[src/shared/ep_host_pkg.sv]
// constants shared by the endpoint host controller and its bus master
package ep_host_pkg;
  // widths
  localparam int ADDR_W = 12;
  localparam int DATA_W = 32;
  localparam int LEN_W = 7;
  localparam int EP_W = 3;
  localparam int SETUP_BYTES = 8;
  localparam int MAX_PKT = 64;
  // offsets of our own software registers
  localparam logic [11:0] CTRL_OFFSET = 12'h000;
  localparam logic [11:0] LEN_OFFSET = 12'h004;
  localparam logic [11:0] STAT_OFFSET = 12'h008;
  localparam logic [11:0] SETUP_LO_OFFSET = 12'h00c;
  localparam logic [11:0] SETUP_HI_OFFSET = 12'h010;
  localparam logic [3:0] BUF_PAGE = 4'h1;
  // control register fields
  localparam int CTRL_EP_LSB = 0;
  localparam int CTRL_GO_BIT = 8;
  // status register fields
  localparam int STAT_BUSY_BIT = 0;
  localparam int STAT_SETUP_BIT = 1;
  localparam int STAT_DONE_BIT = 2;
  localparam int STAT_REFUSED_BIT = 3;
  localparam int STAT_QUEUED_BIT = 4;
  localparam int STAT_STATE_LSB = 8;
  // device endpoint register map
  localparam logic [11:0] DEV_CSR_BASE = 12'h030;
  localparam logic [11:0] DEV_FDR_BASE = 12'h050;
  // device endpoint control/status bit positions
  localparam int TX_COMPLETE_BIT = 0;
  localparam int SETUP_RECEIVED_BIT = 2;
  localparam int TX_PACKET_READY_BIT = 4;
  // endpoints built with two banks (ping-pong)
  localparam logic [7:0] PINGPONG_EP_MASK = 8'hf6;
  // reset values
  localparam logic [LEN_W-1:0] LEN_RESET = 7'h00;
  localparam logic [EP_W-1:0] EP_RESET = 3'h0;

  typedef enum logic [1:0] {
    TX_NONE = 2'b00,
    TX_LOAD = 2'b01,
    TX_WAIT = 2'b10
  } tx_phase_type;
endpackage : ep_host_pkg

[src/rtl/ep_host_ctrl.sv]
// firmware-side controller for one single-bank usb control endpoint
// What this block does
// - control traffic only on single-bank endpoints; a go is refused on a two-bank endpoint, but its setups are still read
// - isochronous only on ping-pong endpoints
// - host sends zero-length status out packet
// - read whole setup packet before clearing
// - arguments follow in out, results in in
// - service received setup as soon as possible
// - check packet-ready clear before loading fifo
// - load payload by successive byte writes
// - set packet-ready after loading the fifo
// - clear completion after arming next packet
// - clear completion after the final packet
// - fifo accessed by byte-wide register transfers
`timescale 1ns/100ps
module ep_host_ctrl (
  // clock and reset
  input wire logic clk_sys,
  input wire logic rst_n,
  // apb slave for software
  input wire logic psel,
  input wire logic penable,
  input wire logic pwrite,
  input wire logic [ep_host_pkg::ADDR_W-1:0] paddr,
  input wire logic [ep_host_pkg::DATA_W-1:0] pwdata,
  output logic [ep_host_pkg::DATA_W-1:0] prdata,
  output logic pready,
  output logic pslverr,
  // apb master toward the device
  output logic dev_psel,
  output logic dev_penable,
  output logic dev_pwrite,
  output logic [ep_host_pkg::ADDR_W-1:0] dev_paddr,
  output logic [ep_host_pkg::DATA_W-1:0] dev_pwdata,
  input wire logic [ep_host_pkg::DATA_W-1:0] dev_prdata,
  input wire logic dev_pready
);
  import ep_host_pkg::*;

  typedef enum logic [3:0] {
    S_IDLE = 4'h0,
    S_POLL = 4'h1,
    S_EVAL = 4'h2,
    S_SETUP_RD = 4'h3,
    S_SETUP_CLR = 4'h4,
    S_TX_LOAD = 4'h5,
    S_TX_ARM = 4'h6,
    S_TX_CLR = 4'h7
  } seq_state_type;

  localparam int IDX_W = $clog2(MAX_PKT);

  // device register address of one endpoint
  function automatic logic [ADDR_W-1:0] dev_addr(
    input logic [ADDR_W-1:0] base,
    input logic [EP_W-1:0] ep
  );
    dev_addr = base + {{(ADDR_W-EP_W-2){1'b0}}, ep, 2'b00};
  endfunction : dev_addr

  seq_state_type state;
  tx_phase_type tx_phase;
  logic [EP_W-1:0] ep_sel;
  logic [LEN_W-1:0] len_reg;
  logic [LEN_W-1:0] tx_len;
  logic [LEN_W-1:0] cnt;
  logic tx_queued;
  logic clr_pending;
  logic setup_valid;
  logic tx_done;
  logic refused;
  logic [DATA_W-1:0] csr_shadow;
  logic [7:0] setup_bytes [SETUP_BYTES];
  logic [7:0] buf_mem [MAX_PKT];
  logic issued;
  logic m_req;
  logic m_write;
  logic [ADDR_W-1:0] m_addr;
  logic [DATA_W-1:0] m_wdata;
  logic m_done;
  logic [DATA_W-1:0] m_rdata;

  logic acc;
  logic wr_en;
  logic is_buf;
  logic mapped;
  logic [IDX_W-1:0] buf_idx;
  logic go_wr;
  logic go_ok;
  logic ep_pingpong;
  logic ev_setup_done;
  logic ev_armed;
  logic ev_final_clr;
  logic issue_state;
  logic next_write;
  logic [ADDR_W-1:0] next_addr;
  logic [DATA_W-1:0] next_wdata;
  logic [DATA_W-1:0] rd_val;

  // software bus decode
  assign acc = psel & penable & pready;
  assign wr_en = acc & pwrite;
  assign is_buf = (paddr[11:8] == BUF_PAGE);
  assign buf_idx = paddr[2 +: IDX_W];
  assign mapped = is_buf | (paddr == CTRL_OFFSET) | (paddr == LEN_OFFSET)
    | (paddr == STAT_OFFSET) | (paddr == SETUP_LO_OFFSET)
    | (paddr == SETUP_HI_OFFSET);
  assign go_wr = wr_en & (paddr == CTRL_OFFSET) & pwdata[CTRL_GO_BIT];
  assign ep_pingpong = PINGPONG_EP_MASK[pwdata[CTRL_EP_LSB +: EP_W]];
  // a go is taken when idle, or queued behind a packet awaiting its ack
  assign go_ok = go_wr & ~ep_pingpong
    & ((tx_phase == TX_NONE) | ((tx_phase == TX_WAIT) & ~tx_queued));

  // sequencer events seen by the bookkeeping blocks
  assign ev_setup_done = (state == S_SETUP_CLR) & m_done;
  assign ev_armed = (state == S_TX_ARM) & m_done;
  assign ev_final_clr = (state == S_TX_CLR) & m_done & ~clr_pending;

  // apb slave handshake, one wait cycle per access
  always_ff @(posedge clk_sys) begin
    if (!rst_n) begin
      pready <= 1'b0;
      pslverr <= 1'b0;
      prdata <= '0;
    end else begin
      pready <= psel & penable & ~pready;
      pslverr <= psel & penable & ~pready & ~mapped;
      if (psel & penable & ~pready & ~pwrite) begin
        prdata <= rd_val;
      end
    end
  end

  // read mux; unmapped reads return zero
  always_comb begin
    rd_val = '0;
    if (is_buf) begin
      rd_val[7:0] = buf_mem[buf_idx];
    end else if (paddr == CTRL_OFFSET) begin
      rd_val[CTRL_EP_LSB +: EP_W] = ep_sel;
    end else if (paddr == LEN_OFFSET) begin
      rd_val[LEN_W-1:0] = len_reg;
    end else if (paddr == STAT_OFFSET) begin
      rd_val[STAT_BUSY_BIT] = (tx_phase != TX_NONE);
      rd_val[STAT_SETUP_BIT] = setup_valid;
      rd_val[STAT_DONE_BIT] = tx_done;
      rd_val[STAT_REFUSED_BIT] = refused;
      rd_val[STAT_QUEUED_BIT] = tx_queued;
      rd_val[STAT_STATE_LSB +: 4] = state;
    end else if (paddr == SETUP_LO_OFFSET) begin
      rd_val = {setup_bytes[3], setup_bytes[2], setup_bytes[1],
        setup_bytes[0]};
    end else if (paddr == SETUP_HI_OFFSET) begin
      rd_val = {setup_bytes[7], setup_bytes[6], setup_bytes[5],
        setup_bytes[4]};
    end
  end

  // endpoint and length registers
  always_ff @(posedge clk_sys) begin
    if (!rst_n) begin
      ep_sel <= EP_RESET;
      len_reg <= LEN_RESET;
    end else begin
      // endpoint only moves while no packet is in flight
      if (wr_en & (paddr == CTRL_OFFSET) & (tx_phase == TX_NONE)) begin
        ep_sel <= pwdata[CTRL_EP_LSB +: EP_W];
      end
      if (wr_en & (paddr == LEN_OFFSET)) begin
        len_reg <= (pwdata[LEN_W-1:0] > LEN_W'(MAX_PKT)) ?
          LEN_W'(MAX_PKT) : pwdata[LEN_W-1:0];
      end
    end
  end

  // payload buffer, one byte per word
  always_ff @(posedge clk_sys) begin
    if (wr_en & is_buf) begin
      buf_mem[buf_idx] <= pwdata[7:0];
    end
  end

  // sticky status flags; hardware set wins over software clear
  always_ff @(posedge clk_sys) begin
    if (!rst_n) begin
      setup_valid <= 1'b0;
      tx_done <= 1'b0;
      refused <= 1'b0;
    end else begin
      if (ev_setup_done) begin
        setup_valid <= 1'b1;
      end else if (wr_en & (paddr == STAT_OFFSET) & pwdata[STAT_SETUP_BIT]) begin
        setup_valid <= 1'b0;
      end
      if (ev_final_clr) begin
        tx_done <= 1'b1;
      end else if (wr_en & (paddr == STAT_OFFSET) & pwdata[STAT_DONE_BIT]) begin
        tx_done <= 1'b0;
      end
      if (go_wr & ~go_ok) begin
        refused <= 1'b1;
      end else if (wr_en & (paddr == STAT_OFFSET)
          & pwdata[STAT_REFUSED_BIT]) begin
        refused <= 1'b0;
      end
    end
  end

  // packet bookkeeping: one in flight, one queued behind it
  always_ff @(posedge clk_sys) begin
    if (!rst_n) begin
      tx_phase <= TX_NONE;
      tx_queued <= 1'b0;
      tx_len <= LEN_RESET;
    end else begin
      if (go_ok & (tx_phase == TX_NONE)) begin
        tx_phase <= TX_LOAD;
        tx_len <= len_reg;
      end else if (go_ok) begin
        tx_queued <= 1'b1;
        tx_len <= len_reg;
      end else if (ev_armed) begin
        tx_phase <= TX_WAIT;
        tx_queued <= 1'b0;
      end else if (ev_final_clr) begin
        tx_phase <= TX_NONE;
      end
    end
  end

  // which states drive a device access, and with what
  always_comb begin
    issue_state = 1'b1;
    next_write = 1'b1;
    next_addr = dev_addr(DEV_CSR_BASE, ep_sel);
    next_wdata = csr_shadow;
    unique case (state)
      S_POLL: begin
        next_write = 1'b0;
      end
      S_SETUP_RD: begin
        next_write = 1'b0;
        next_addr = dev_addr(DEV_FDR_BASE, ep_sel);
      end
      S_SETUP_CLR: begin
        next_wdata[SETUP_RECEIVED_BIT] = 1'b0;
      end
      S_TX_LOAD: begin
        next_addr = dev_addr(DEV_FDR_BASE, ep_sel);
        next_wdata = {24'h000000, buf_mem[cnt[IDX_W-1:0]]};
      end
      S_TX_ARM: begin
        next_wdata[TX_PACKET_READY_BIT] = 1'b1;
      end
      S_TX_CLR: begin
        next_wdata[TX_COMPLETE_BIT] = 1'b0;
      end
      default: begin
        issue_state = 1'b0;
      end
    endcase
  end

  // request launch toward the bus master
  always_ff @(posedge clk_sys) begin
    if (!rst_n) begin
      issued <= 1'b0;
      m_req <= 1'b0;
      m_write <= 1'b0;
      m_addr <= '0;
      m_wdata <= '0;
    end else begin
      m_req <= 1'b0;
      if (m_done) begin
        issued <= 1'b0;
      end else if (issue_state & ~issued) begin
        issued <= 1'b1;
        m_req <= 1'b1;
        m_write <= next_write;
        m_addr <= next_addr;
        m_wdata <= next_wdata;
      end
    end
  end

  // sequencer; polls the endpoint whenever no sequence is running, so setups are seen between packets
  always_ff @(posedge clk_sys) begin
    if (!rst_n) begin
      state <= S_IDLE;
      cnt <= '0;
      clr_pending <= 1'b0;
      csr_shadow <= '0;
      setup_bytes <= '{default: 8'h00};
    end else begin
      unique case (state)
        S_IDLE: begin
          state <= S_POLL;
        end
        S_POLL: begin
          if (m_done) begin
            csr_shadow <= m_rdata;
            state <= S_EVAL;
          end
        end
        S_EVAL: begin
          cnt <= '0;
          if (csr_shadow[SETUP_RECEIVED_BIT] & ~setup_valid) begin
            state <= S_SETUP_RD;
          end else if ((tx_phase == TX_LOAD)
              & ~csr_shadow[TX_PACKET_READY_BIT]) begin
            clr_pending <= 1'b0;
            state <= (tx_len == '0) ? S_TX_ARM : S_TX_LOAD;
          end else if ((tx_phase == TX_WAIT)
              & csr_shadow[TX_COMPLETE_BIT]) begin
            // fifo released with the ack; next packet first, then clear
            if (tx_queued) begin
              clr_pending <= 1'b1;
              state <= (tx_len == '0) ? S_TX_ARM : S_TX_LOAD;
            end else begin
              clr_pending <= 1'b0;
              state <= S_TX_CLR;
            end
          end else begin
            state <= S_IDLE;
          end
        end
        S_SETUP_RD: begin
          if (m_done) begin
            setup_bytes[cnt[2:0]] <= m_rdata[7:0];
            cnt <= cnt + 1'b1;
            // whole packet read before the flag is released
            if (cnt == LEN_W'(SETUP_BYTES - 1)) begin
              state <= S_SETUP_CLR;
            end
          end
        end
        S_SETUP_CLR: begin
          if (m_done) begin
            csr_shadow[SETUP_RECEIVED_BIT] <= 1'b0;
            state <= S_IDLE;
          end
        end
        S_TX_LOAD: begin
          if (m_done) begin
            cnt <= cnt + 1'b1;
            if (cnt == tx_len - 1'b1) begin
              state <= S_TX_ARM;
            end
          end
        end
        S_TX_ARM: begin
          if (m_done) begin
            csr_shadow[TX_PACKET_READY_BIT] <= 1'b1;
            state <= clr_pending ? S_TX_CLR : S_IDLE;
          end
        end
        S_TX_CLR: begin
          if (m_done) begin
            csr_shadow[TX_COMPLETE_BIT] <= 1'b0;
            state <= S_IDLE;
          end
        end
        default: state <= S_IDLE;
      endcase
    end
  end

  // device register access engine
  dev_bus_master u_master (
    .clk_sys(clk_sys),
    .rst_n(rst_n),
    .req(m_req),
    .req_write(m_write),
    .req_addr(m_addr),
    .req_wdata(m_wdata),
    .done(m_done),
    .rdata(m_rdata),
    .psel(dev_psel),
    .penable(dev_penable),
    .pwrite(dev_pwrite),
    .paddr(dev_paddr),
    .pwdata(dev_pwdata),
    .prdata(dev_prdata),
    .pready(dev_pready)
  );
endmodule : ep_host_ctrl

[src/rtl/dev_bus_master.sv]
// apb master that runs one device register access per request
`timescale 1ns/100ps
module dev_bus_master (
  // clock and reset
  input wire logic clk_sys,
  input wire logic rst_n,
  // request from the sequencer
  input wire logic req,
  input wire logic req_write,
  input wire logic [ep_host_pkg::ADDR_W-1:0] req_addr,
  input wire logic [ep_host_pkg::DATA_W-1:0] req_wdata,
  output logic done,
  output logic [ep_host_pkg::DATA_W-1:0] rdata,
  // apb toward the device
  output logic psel,
  output logic penable,
  output logic pwrite,
  output logic [ep_host_pkg::ADDR_W-1:0] paddr,
  output logic [ep_host_pkg::DATA_W-1:0] pwdata,
  input wire logic [ep_host_pkg::DATA_W-1:0] prdata,
  input wire logic pready
);
  import ep_host_pkg::*;

  typedef enum logic [1:0] {
    M_IDLE = 2'b00,
    M_SETUP = 2'b01,
    M_ACCESS = 2'b10
  } master_state_type;

  master_state_type state;

  // setup then access, held until the device answers
  always_ff @(posedge clk_sys) begin
    if (!rst_n) begin
      state <= M_IDLE;
      psel <= 1'b0;
      penable <= 1'b0;
      pwrite <= 1'b0;
      paddr <= '0;
      pwdata <= '0;
      done <= 1'b0;
      rdata <= '0;
    end else begin
      done <= 1'b0;
      unique case (state)
        M_IDLE: begin
          if (req) begin
            psel <= 1'b1;
            pwrite <= req_write;
            paddr <= req_addr;
            pwdata <= req_wdata;
            state <= M_SETUP;
          end
        end
        M_SETUP: begin
          penable <= 1'b1;
          state <= M_ACCESS;
        end
        M_ACCESS: begin
          // no timeout: a silent device stalls the sequencer
          if (pready) begin
            psel <= 1'b0;
            penable <= 1'b0;
            done <= 1'b1;
            rdata <= prdata;
            state <= M_IDLE;
          end
        end
        default: state <= M_IDLE;
      endcase
    end
  end
endmodule : dev_bus_master

[config.mk]
export PLATFORM = sky130hd
export DESIGN_NAME = ep_host_ctrl
export DESIGN_NICKNAME = d
export VERILOG_FILES = /design/src/shared/ep_host_pkg.sv /design/src/rtl/ep_host_ctrl.sv /design/src/rtl/dev_bus_master.sv
export SDC_FILE = /design/constraint.sdc
export NUM_CORES = 1
export LEC_CHECK = 0
export BUFFER_PORTS_ARGS = -buffer_cell sky130_fd_sc_hd__buf_2
export CORE_ASPECT_RATIO = 0.8
export CORE_MARGIN = 1
export CORE_UTILIZATION = 30
export DETAILED_ROUTE_END_ITERATION = 8
export PLACE_DENSITY = 0.53
export SETUP_SLACK_MARGIN = 0.3
export SLEW_MARGIN = 25
export SYNTH_ARGS = -nofsm -noshare
export SYNTH_HDL_FRONTEND = slang
export SYNTH_SLANG_ARGS = --single-unit
[constraint.sdc]
create_clock -name clk_sys -period 3.75 [get_ports clk_sys]
set_input_delay 1.125 -clock clk_sys [delete_from_list [all_inputs] [get_ports clk_sys]]
set_output_delay 1.125 -clock clk_sys [all_outputs]
set_load 0.01 [all_outputs]
==> results of run 1 <==
-- synthesized netlist by cell type (8+ instances only) --
library cell	number
a21oi_1	182
a221oi_1	28
a22o_1	25
a22oi_1	56
a31oi_1	11
and2_1	30
buf_1	16
buf_2	38
buf_4	26
buf_6	14
clkbuf_1	109
dfxtp_1	285
edfxtp_1	512
inv_1	16
mux2_2	12
mux2i_1	145
mux4_1	11
mux4_2	232
nand2_1	329
nand3_1	50
nand3b_1	10
nand4_1	13
nor2_1	219
nor2b_1	22
nor3_1	25
nor4_1	8
o21ai_0	60
o22ai_1	19
or3_1	10
-- final cells by class --
type / instances / area (sq um)
clock inverters: 50 / 483.0
multi-input cells: 1608 / 13360
flip-flops and latches: 797 / 21090
fillers: 11200 / 75250
repair buffers: 355 / 2562
inverters: 19 / 76.32
well taps: 1539 / 1926
clock buffers: 103 / 2268
-- worst max-delay path, cell delays in order (launching register included) --
cell and delay [ps]:
dfxtp_4 620, buf_12 240, mux4_2 510, a22o_1 230
a221oi_1 440, o22ai_1 390, o21ai_0 490, a21oi_1 110
-- final timing paths --
kind / cells past startpoint / slack, ps / start / to
worst max-delay path: 7 / 580 / flip-flop / m_wdata[5]
worst min register to register: 2 / 450 / m_wdata[9] / u_master.pwdata[9]
worst max register to register: 7 / 580 / flip-flop / m_wdata[5]
worst min-delay path: 2 / 450 / m_wdata[9] / u_master.pwdata[9]
-- placed cells by master (no fill, tap or decap), drive strengths merged, types with 4 or more instances in the layout --
master / Yosys / layout
or2: 6 / 6
a22oi: 56 / 56
nand2: 329 / 329
or3: 10 / 10
inv: 17 / 21
nor4: 9 / 9
nor2b: 22 / 22
ha: 5 / 5
and2: 30 / 30
nand3: 51 / 51
a211oi: 8 / 8
nor3b: 7 / 7
buf: 95 / 354
nand4: 13 / 13
mux4: 243 / 243
edfxtp: 512 / 512
nand3b: 10 / 10
bufinv: 0 / 8
clkbuf: 109 / 104
a31oi: 11 / 11
nand2b: 7 / 7
nor2: 220 / 220
o22ai: 19 / 19
and3: 5 / 5
a21oi: 182 / 182
dfxtp: 285 / 285
clkinvlp: 0 / 12
clkinv: 2 / 28
conb: 1 / 7
o21ai: 64 / 64
mux2: 12 / 12
nor3: 27 / 27
o211ai: 7 / 7
mux2i: 145 / 145
a22o: 25 / 25
a221oi: 28 / 28
xnor2: 4 / 4
-- kinds of logic (layout without fill, tap and decap cells) --
kind of cell               count (synthesis)  count (layout)  synth area share (%)
adders and majority gates                  5               5                0.1763
AOI/OAI and AO/OA                        438             438                 7.761
DFF                                      797             797                 59.41
other                                      1               7               0.01057
muxes                                    400             400                 20.01
buffers and inverters                    223             527                 3.110
and+or+nand+nor                          750             750                 9.291
xor gates and xnor gates                   8               8                0.2362
-- power breakdown --
group	leakage [nW]	internal (mW)	total, mW	switching [mW]
logic	5.86	0.450	1.44	0.989
registers	6.90	9.41	9.49	0.0800
clock network	1.32	4.86	8.45	3.59
-- through the flow --
stage	std cells	util (%)	total power [mW]	instance area (sq um)
floorplan	2628	-	10.46	35510
global placement	4318	33.34	11.10	39010
detailed placement	4318	33.34	11.10	39010
CTS	4471	35.69	19.49	41760
global route	4471	35.69	19.93	41760
finish	4471	35.69	19.38	41760
-- per-layer routing --
| metal | vias to the layer above | track usage, % | routed length (microns) |
|---|---|---|---|
| met3 | 153 | 4.103 | 11660 |
| li1 | 10560 | - | - |
| met5 | - | 0 | 0 |
| met2 | 1212 | 27.47 | 49300 |
| met1 | 12530 | 28.57 | 52310 |
| met4 | 0 | 4.874 | 2831 |
==> results.sh, run 1 <==
export IMPL_yosysSeqAreaShare_pct=59.41
export IMPL_die_h_microns=309.6
export IMPL_largest_register_ffs=512
export IMPL_cts_tree="done"
export IMPL_clk_pin_slew_ps=60
export IMPL_cts_num_sinks=797
export IMPL_clk_path_buf_depth=3
export IMPL_post_drt_wl_per_cell_microns=25.97
export IMPL_route_detailed_drc=0
export IMPL_tns_ps=0
export IMPL_die_x_microns=386.5
export IMPL_initial_utilization_pct=30.33
export IMPL_numCtsBuffers=84
export IMPL_top_register="buf_mem"
export IMPL_holdBufCountCts=0
export IMPL_antenna_found_initial=6
export IMPL_grt_max_degree=102
export IMPL_synth_distinct_cells=74
export IMPL_fin_worst_skew_ps=45.59
export IMPL_p_per_area_nw_per_um2=464.0
export IMPL_end_kind="flip-flop"
export IMPL_cts_root_buffer="clkbuf_16"
export IMPL_slew_headroom_pct=36.94
export IMPL_clkLatencyLatePin_ps=660
export IMPL_drtAntennaViolNets=0
export IMPL_min_period_over_period_pct=84.48
export IMPL_overflow=0
export IMPL_grt_util_all_layers_pct=19.00
export IMPL_whs_ps=451.2
export IMPL_drive_above_1_share_pct=25.68
export IMPL_num_vias=24450
export IMPL_area_growth_pct=17.68
export IMPL_cts_htree_levels=3
export IMPL_synth_area_sq_um=35490
export IMPL_netlist_area_leader_share_pct=43.33
export IMPL_num_io_pins=163
export IMPL_grt_pass1_vias=22940
export IMPL_io_buffers=132
export IMPL_core_sq_um=117000
export IMPL_syn_avg_cell_area_sq_um=13.53
export IMPL_status="completed"
export IMPL_hold_class="flip-flop to flip-flop"
export IMPL_drv_cap=0
export IMPL_final_setup_worst_slack_ps=581.8
export IMPL_arrival_ps=3670
export IMPL_worst_setup_path_type="flip-flop to flip-flop"
export IMPL_via_per_inst=5.469
export IMPL_ir_drop_mv=0.2814
export IMPL_ys_flop_type="edfxtp_1"
export IMPL_period_minus_slack_ps=3168
export IMPL_drtIter0Drc=3111
export IMPL_postSynthCellCount=2622
export IMPL_clock_fmax_mhz=315.6
export IMPL_ys_warn_count=0
export IMPL_leakagePower_nw=14.08
export IMPL_worst_pin_slew_ps=946.0
export IMPL_grt_pass1_wl_microns=166500
export IMPL_reg_largest_list="buf_mem x512, setup_bytes x64"
export IMPL_routed_wl_microns=116100
export IMPL_synth_seq_cells=797
export IMPL_slew_violations=0
export IMPL_final_hold_violation_count=0
export IMPL_die_area_sq_um=119700
export IMPL_preCtsSetupSlack_ps=129.6
export IMPL_worstPathRequired_ps=4250
export IMPL_diodes=0
export IMPL_hpwl_microns=79800
export IMPL_startpoint_type="flip-flop"
export IMPL_setup_viol=0
export IMPL_yosysTopAreaCell="edfxtp_1"
export IMPL_rows=112
export IMPL_synth_area_top_cells="edfxtp_1 43%, dfxtp_1 16%, mux4_2 15%"
export IMPL_cts_setup_buffers=0
export IMPL_rsz0062_at_grt="false"
export IMPL_finalWeightedCongestion=0.9060
export IMPL_cts_resized=0
export IMPL_critPathMaxFanout=15
export IMPL_drt_pre_antenna_iters=6
export IMPL_async_flop_share_pct=0
export IMPL_synth_edf_count=512
export IMPL_fin_nets=2952
Power figures use the tool's default switching activity.
==> run 2: changes to the inputs <==
PLACE_DENSITY = 0.54   (was 0.53)
clock period = 2.7 ns   (was 3.75 ns; I/O delays follow)
==> run 2 against run 1 <==
  * Cell count is 4.6% higher
  * Power is 44% higher
  * Sequential cell count unchanged
  * Register-to-register slack worse by 430 ps
  * Setup slack worse by 430 ps
  * Sequential share of layout area shrank 4.2 points
  * Combinational power grew 51%
  * Core utilization increased by 3.2 points
  * Routed wire length rose by 4.4%
  * Critical path type unchanged
  * Highest routed layer is now met5
==> results.sh, run 2 (synthesis gave the netlist of run 1 again) <==
export IMPL_largest_register_ffs=512
export IMPL_min_period_over_period_pct=94.49
export IMPL_leakagePower_nw=15.73
export IMPL_max_stage_delay_ps=560
export IMPL_cts_num_sinks=797
export IMPL_final_hold_violation_count=0
export IMPL_area_growth_pct=28.33
export IMPL_fin_worst_skew_ps=37.68
export IMPL_arrival_ps=3110
export IMPL_wl_met1_microns=53330
export IMPL_antenna_found_initial=3
export IMPL_slew_headroom_pct=44.98
export IMPL_cts_htree_levels=3
export IMPL_drt_pre_antenna_iters=6
export IMPL_switching_share_pct=23.92
export IMPL_drive_above_1_share_pct=34.56
export IMPL_worstPathCellList="buf_6 > buf_12 > buf_16 > buf_8 > mux4_2 > a22o_1 > a221oi_2 > buf_4 > o22ai_2 > o21ai_1 > buf_4 > a21oi_2"
export IMPL_num_vias=25180
export IMPL_multi_input_area_sq_um=14120
export IMPL_core_sq_um=117000
export IMPL_clk_pin_slew_ps=60
export IMPL_end_kind="flip-flop"
export IMPL_routed_wl_microns=121200
export IMPL_wl_met2_microns=52780
export IMPL_worst_setup_path_type="flip-flop to flip-flop"
export IMPL_slew_violations=0
export IMPL_crit_buf_inv=6
export IMPL_top_layer="met5"
export IMPL_die_h_microns=309.6
export IMPL_regArea_sq_um=21090
export IMPL_num_io_pins=163
export IMPL_final_setup_worst_slack_ps=148.7
export IMPL_reg_largest_list="buf_mem x512, setup_bytes x64"
export IMPL_setup_viol=0
export IMPL_top_register="buf_mem"
export IMPL_route_detailed_drc=0
export IMPL_finalWeightedCongestion=0.9525
export IMPL_power_internal_mw=21.20
export IMPL_clk_path_buf_depth=3
export IMPL_cts_tree="done"
export IMPL_power_frac_seq_pct=47.4
export IMPL_die_area_sq_um=119700
export IMPL_grt_max_degree=88
export IMPL_ir_drop_mv=0.4643
export IMPL_drtIter0Drc=2577
export IMPL_initial_utilization_pct=30.33
export IMPL_grt_util_all_layers_pct=19.91
export IMPL_rows=112
export IMPL_cts_root_buffer="clkbuf_16"
export IMPL_power_share_clock_pct=44.8
export IMPL_tns_ps=0
export IMPL_grt_pass1_wl_microns=173300
export IMPL_status="completed"
export IMPL_fill_cells=10940
export IMPL_clkLatencyLatePin_ps=680
export IMPL_overflow=0
export IMPL_period_minus_slack_ps=2551
export IMPL_worst_pin_slew_ps=820.4
export IMPL_final_cell_mix="512 x edfxtp_1, 317 x nand2_1, 299 x buf_4"
export IMPL_drv_cap=0
export IMPL_hpwl_microns=85130
export IMPL_p_sw_mw=6.666
export IMPL_final_area_sq_um=45540
export IMPL_rsz0062_at_grt="true"
export IMPL_grt_pass1_vias=23900
export IMPL_critPathMaxFanout=5
export IMPL_startpoint_type="flip-flop"
export IMPL_whs_ps=382.5
export IMPL_critical_path_top_delay_family="buffers and inverters"
export IMPL_fin_nets=3154
export IMPL_die_x_microns=386.5
export IMPL_r2r_slack_ps=150
export IMPL_post_drt_wl_per_cell_microns=25.91
export IMPL_hold_class="input port to flip-flop"
export IMPL_worstPathRequired_ps=3260
export IMPL_io_buffers=132
export IMPL_clock_fmax_mhz=392.0
export IMPL_dr_wl_met3_microns=11790
export IMPL_via_per_inst=5.383
export IMPL_drtAntennaViolNets=0
export IMPL_p_per_area_nw_per_um2=611.9
export IMPL_numCtsBuffers=86
export IMPL_final_common_cell="edfxtp_1"
export IMPL_cp_common_cell="buf_4"
export IMPL_preCtsSetupSlack_ps=-337.6
export IMPL_combPwrFrac_pct=7.8
export IMPL_crit_path_top_delay_cell="mux4_2"
export IMPL_place_area_sq_um=41870
-- run 2: timing repair --
action / CTS / global route
hold buffers: 0 / 0
pin swaps: 16 / 9
endpoints found under the setup margin: 8 / 20
gates resized for setup: 48 / 16
cloned: 4 / 0
setup buffers: 30 / 4
-- run 2: worst reg2reg max path, stage by stage, from the launching register on --
cell and delay (ps):
dfxtp_4 380, buf_6 130, buf_12 110, buf_16 150
buf_8 120, mux4_2 570, a22o_1 240, a221oi_2 170
buf_4 170, o22ai_2 80, o21ai_1 150, buf_4 150
a21oi_2 50
-- run 2: power groups by stage --
stage / logic, mW / clock network, mW / registers [mW]
floorplan: 1.20 / 0 / 13.4
global placement: 2.14 / 0 / 13.5
detailed placement: 2.14 / 0 / 13.5
CTS: 2.17 / 12.7 / 13.2
global route: 2.33 / 13.1 / 13.2
finish: 2.18 / 12.5 / 13.2
-- run 2: per-stage QoR --
step,cells,power (mW),utilization (%)
6_report,4677,27.87,38.92
5_1_grt,4676,28.67,38.92
4_1_cts,4672,28.08,38.82
3_3_place_gp,4480,15.61,35.78
2_1_floorplan,2628,14.59,-
3_5_place_dp,4480,15.61,35.78
-- run 2: per-layer routing --
metal | global-route usage [%] | vias to the layer above
li1 | - | 10990
met1 | 28.80 | 12810
met2 | 29.28 | 1178
met3 | 5.048 | 189
met4 | 5.754 | 4
met5 | 0 | -
-- run 2: area by class of cell --
cell class / instances / share of cell area [%]
antenna: 1 / 0.005495
clock buffer: 110 / 5.267
inverter: 19 / 0.1786
clock inverter: 48 / 1.245
sequential: 797 / 46.31
multi-input combinational: 1608 / 31.01
timing repair buffer: 555 / 11.76
tap: 1539 / 4.228
-- run 2: worst paths after layout --
path,cells past startpoint,startpoint,endpoint
worst min register to register,2,m_wdata[24],u_master.pwdata[24]
worst max-delay path,12,flip-flop,m_wdata[7]
worst max register to register,12,flip-flop,m_wdata[7]
worst min-delay path,3,dev_prdata[21],u_master.rdata[21]
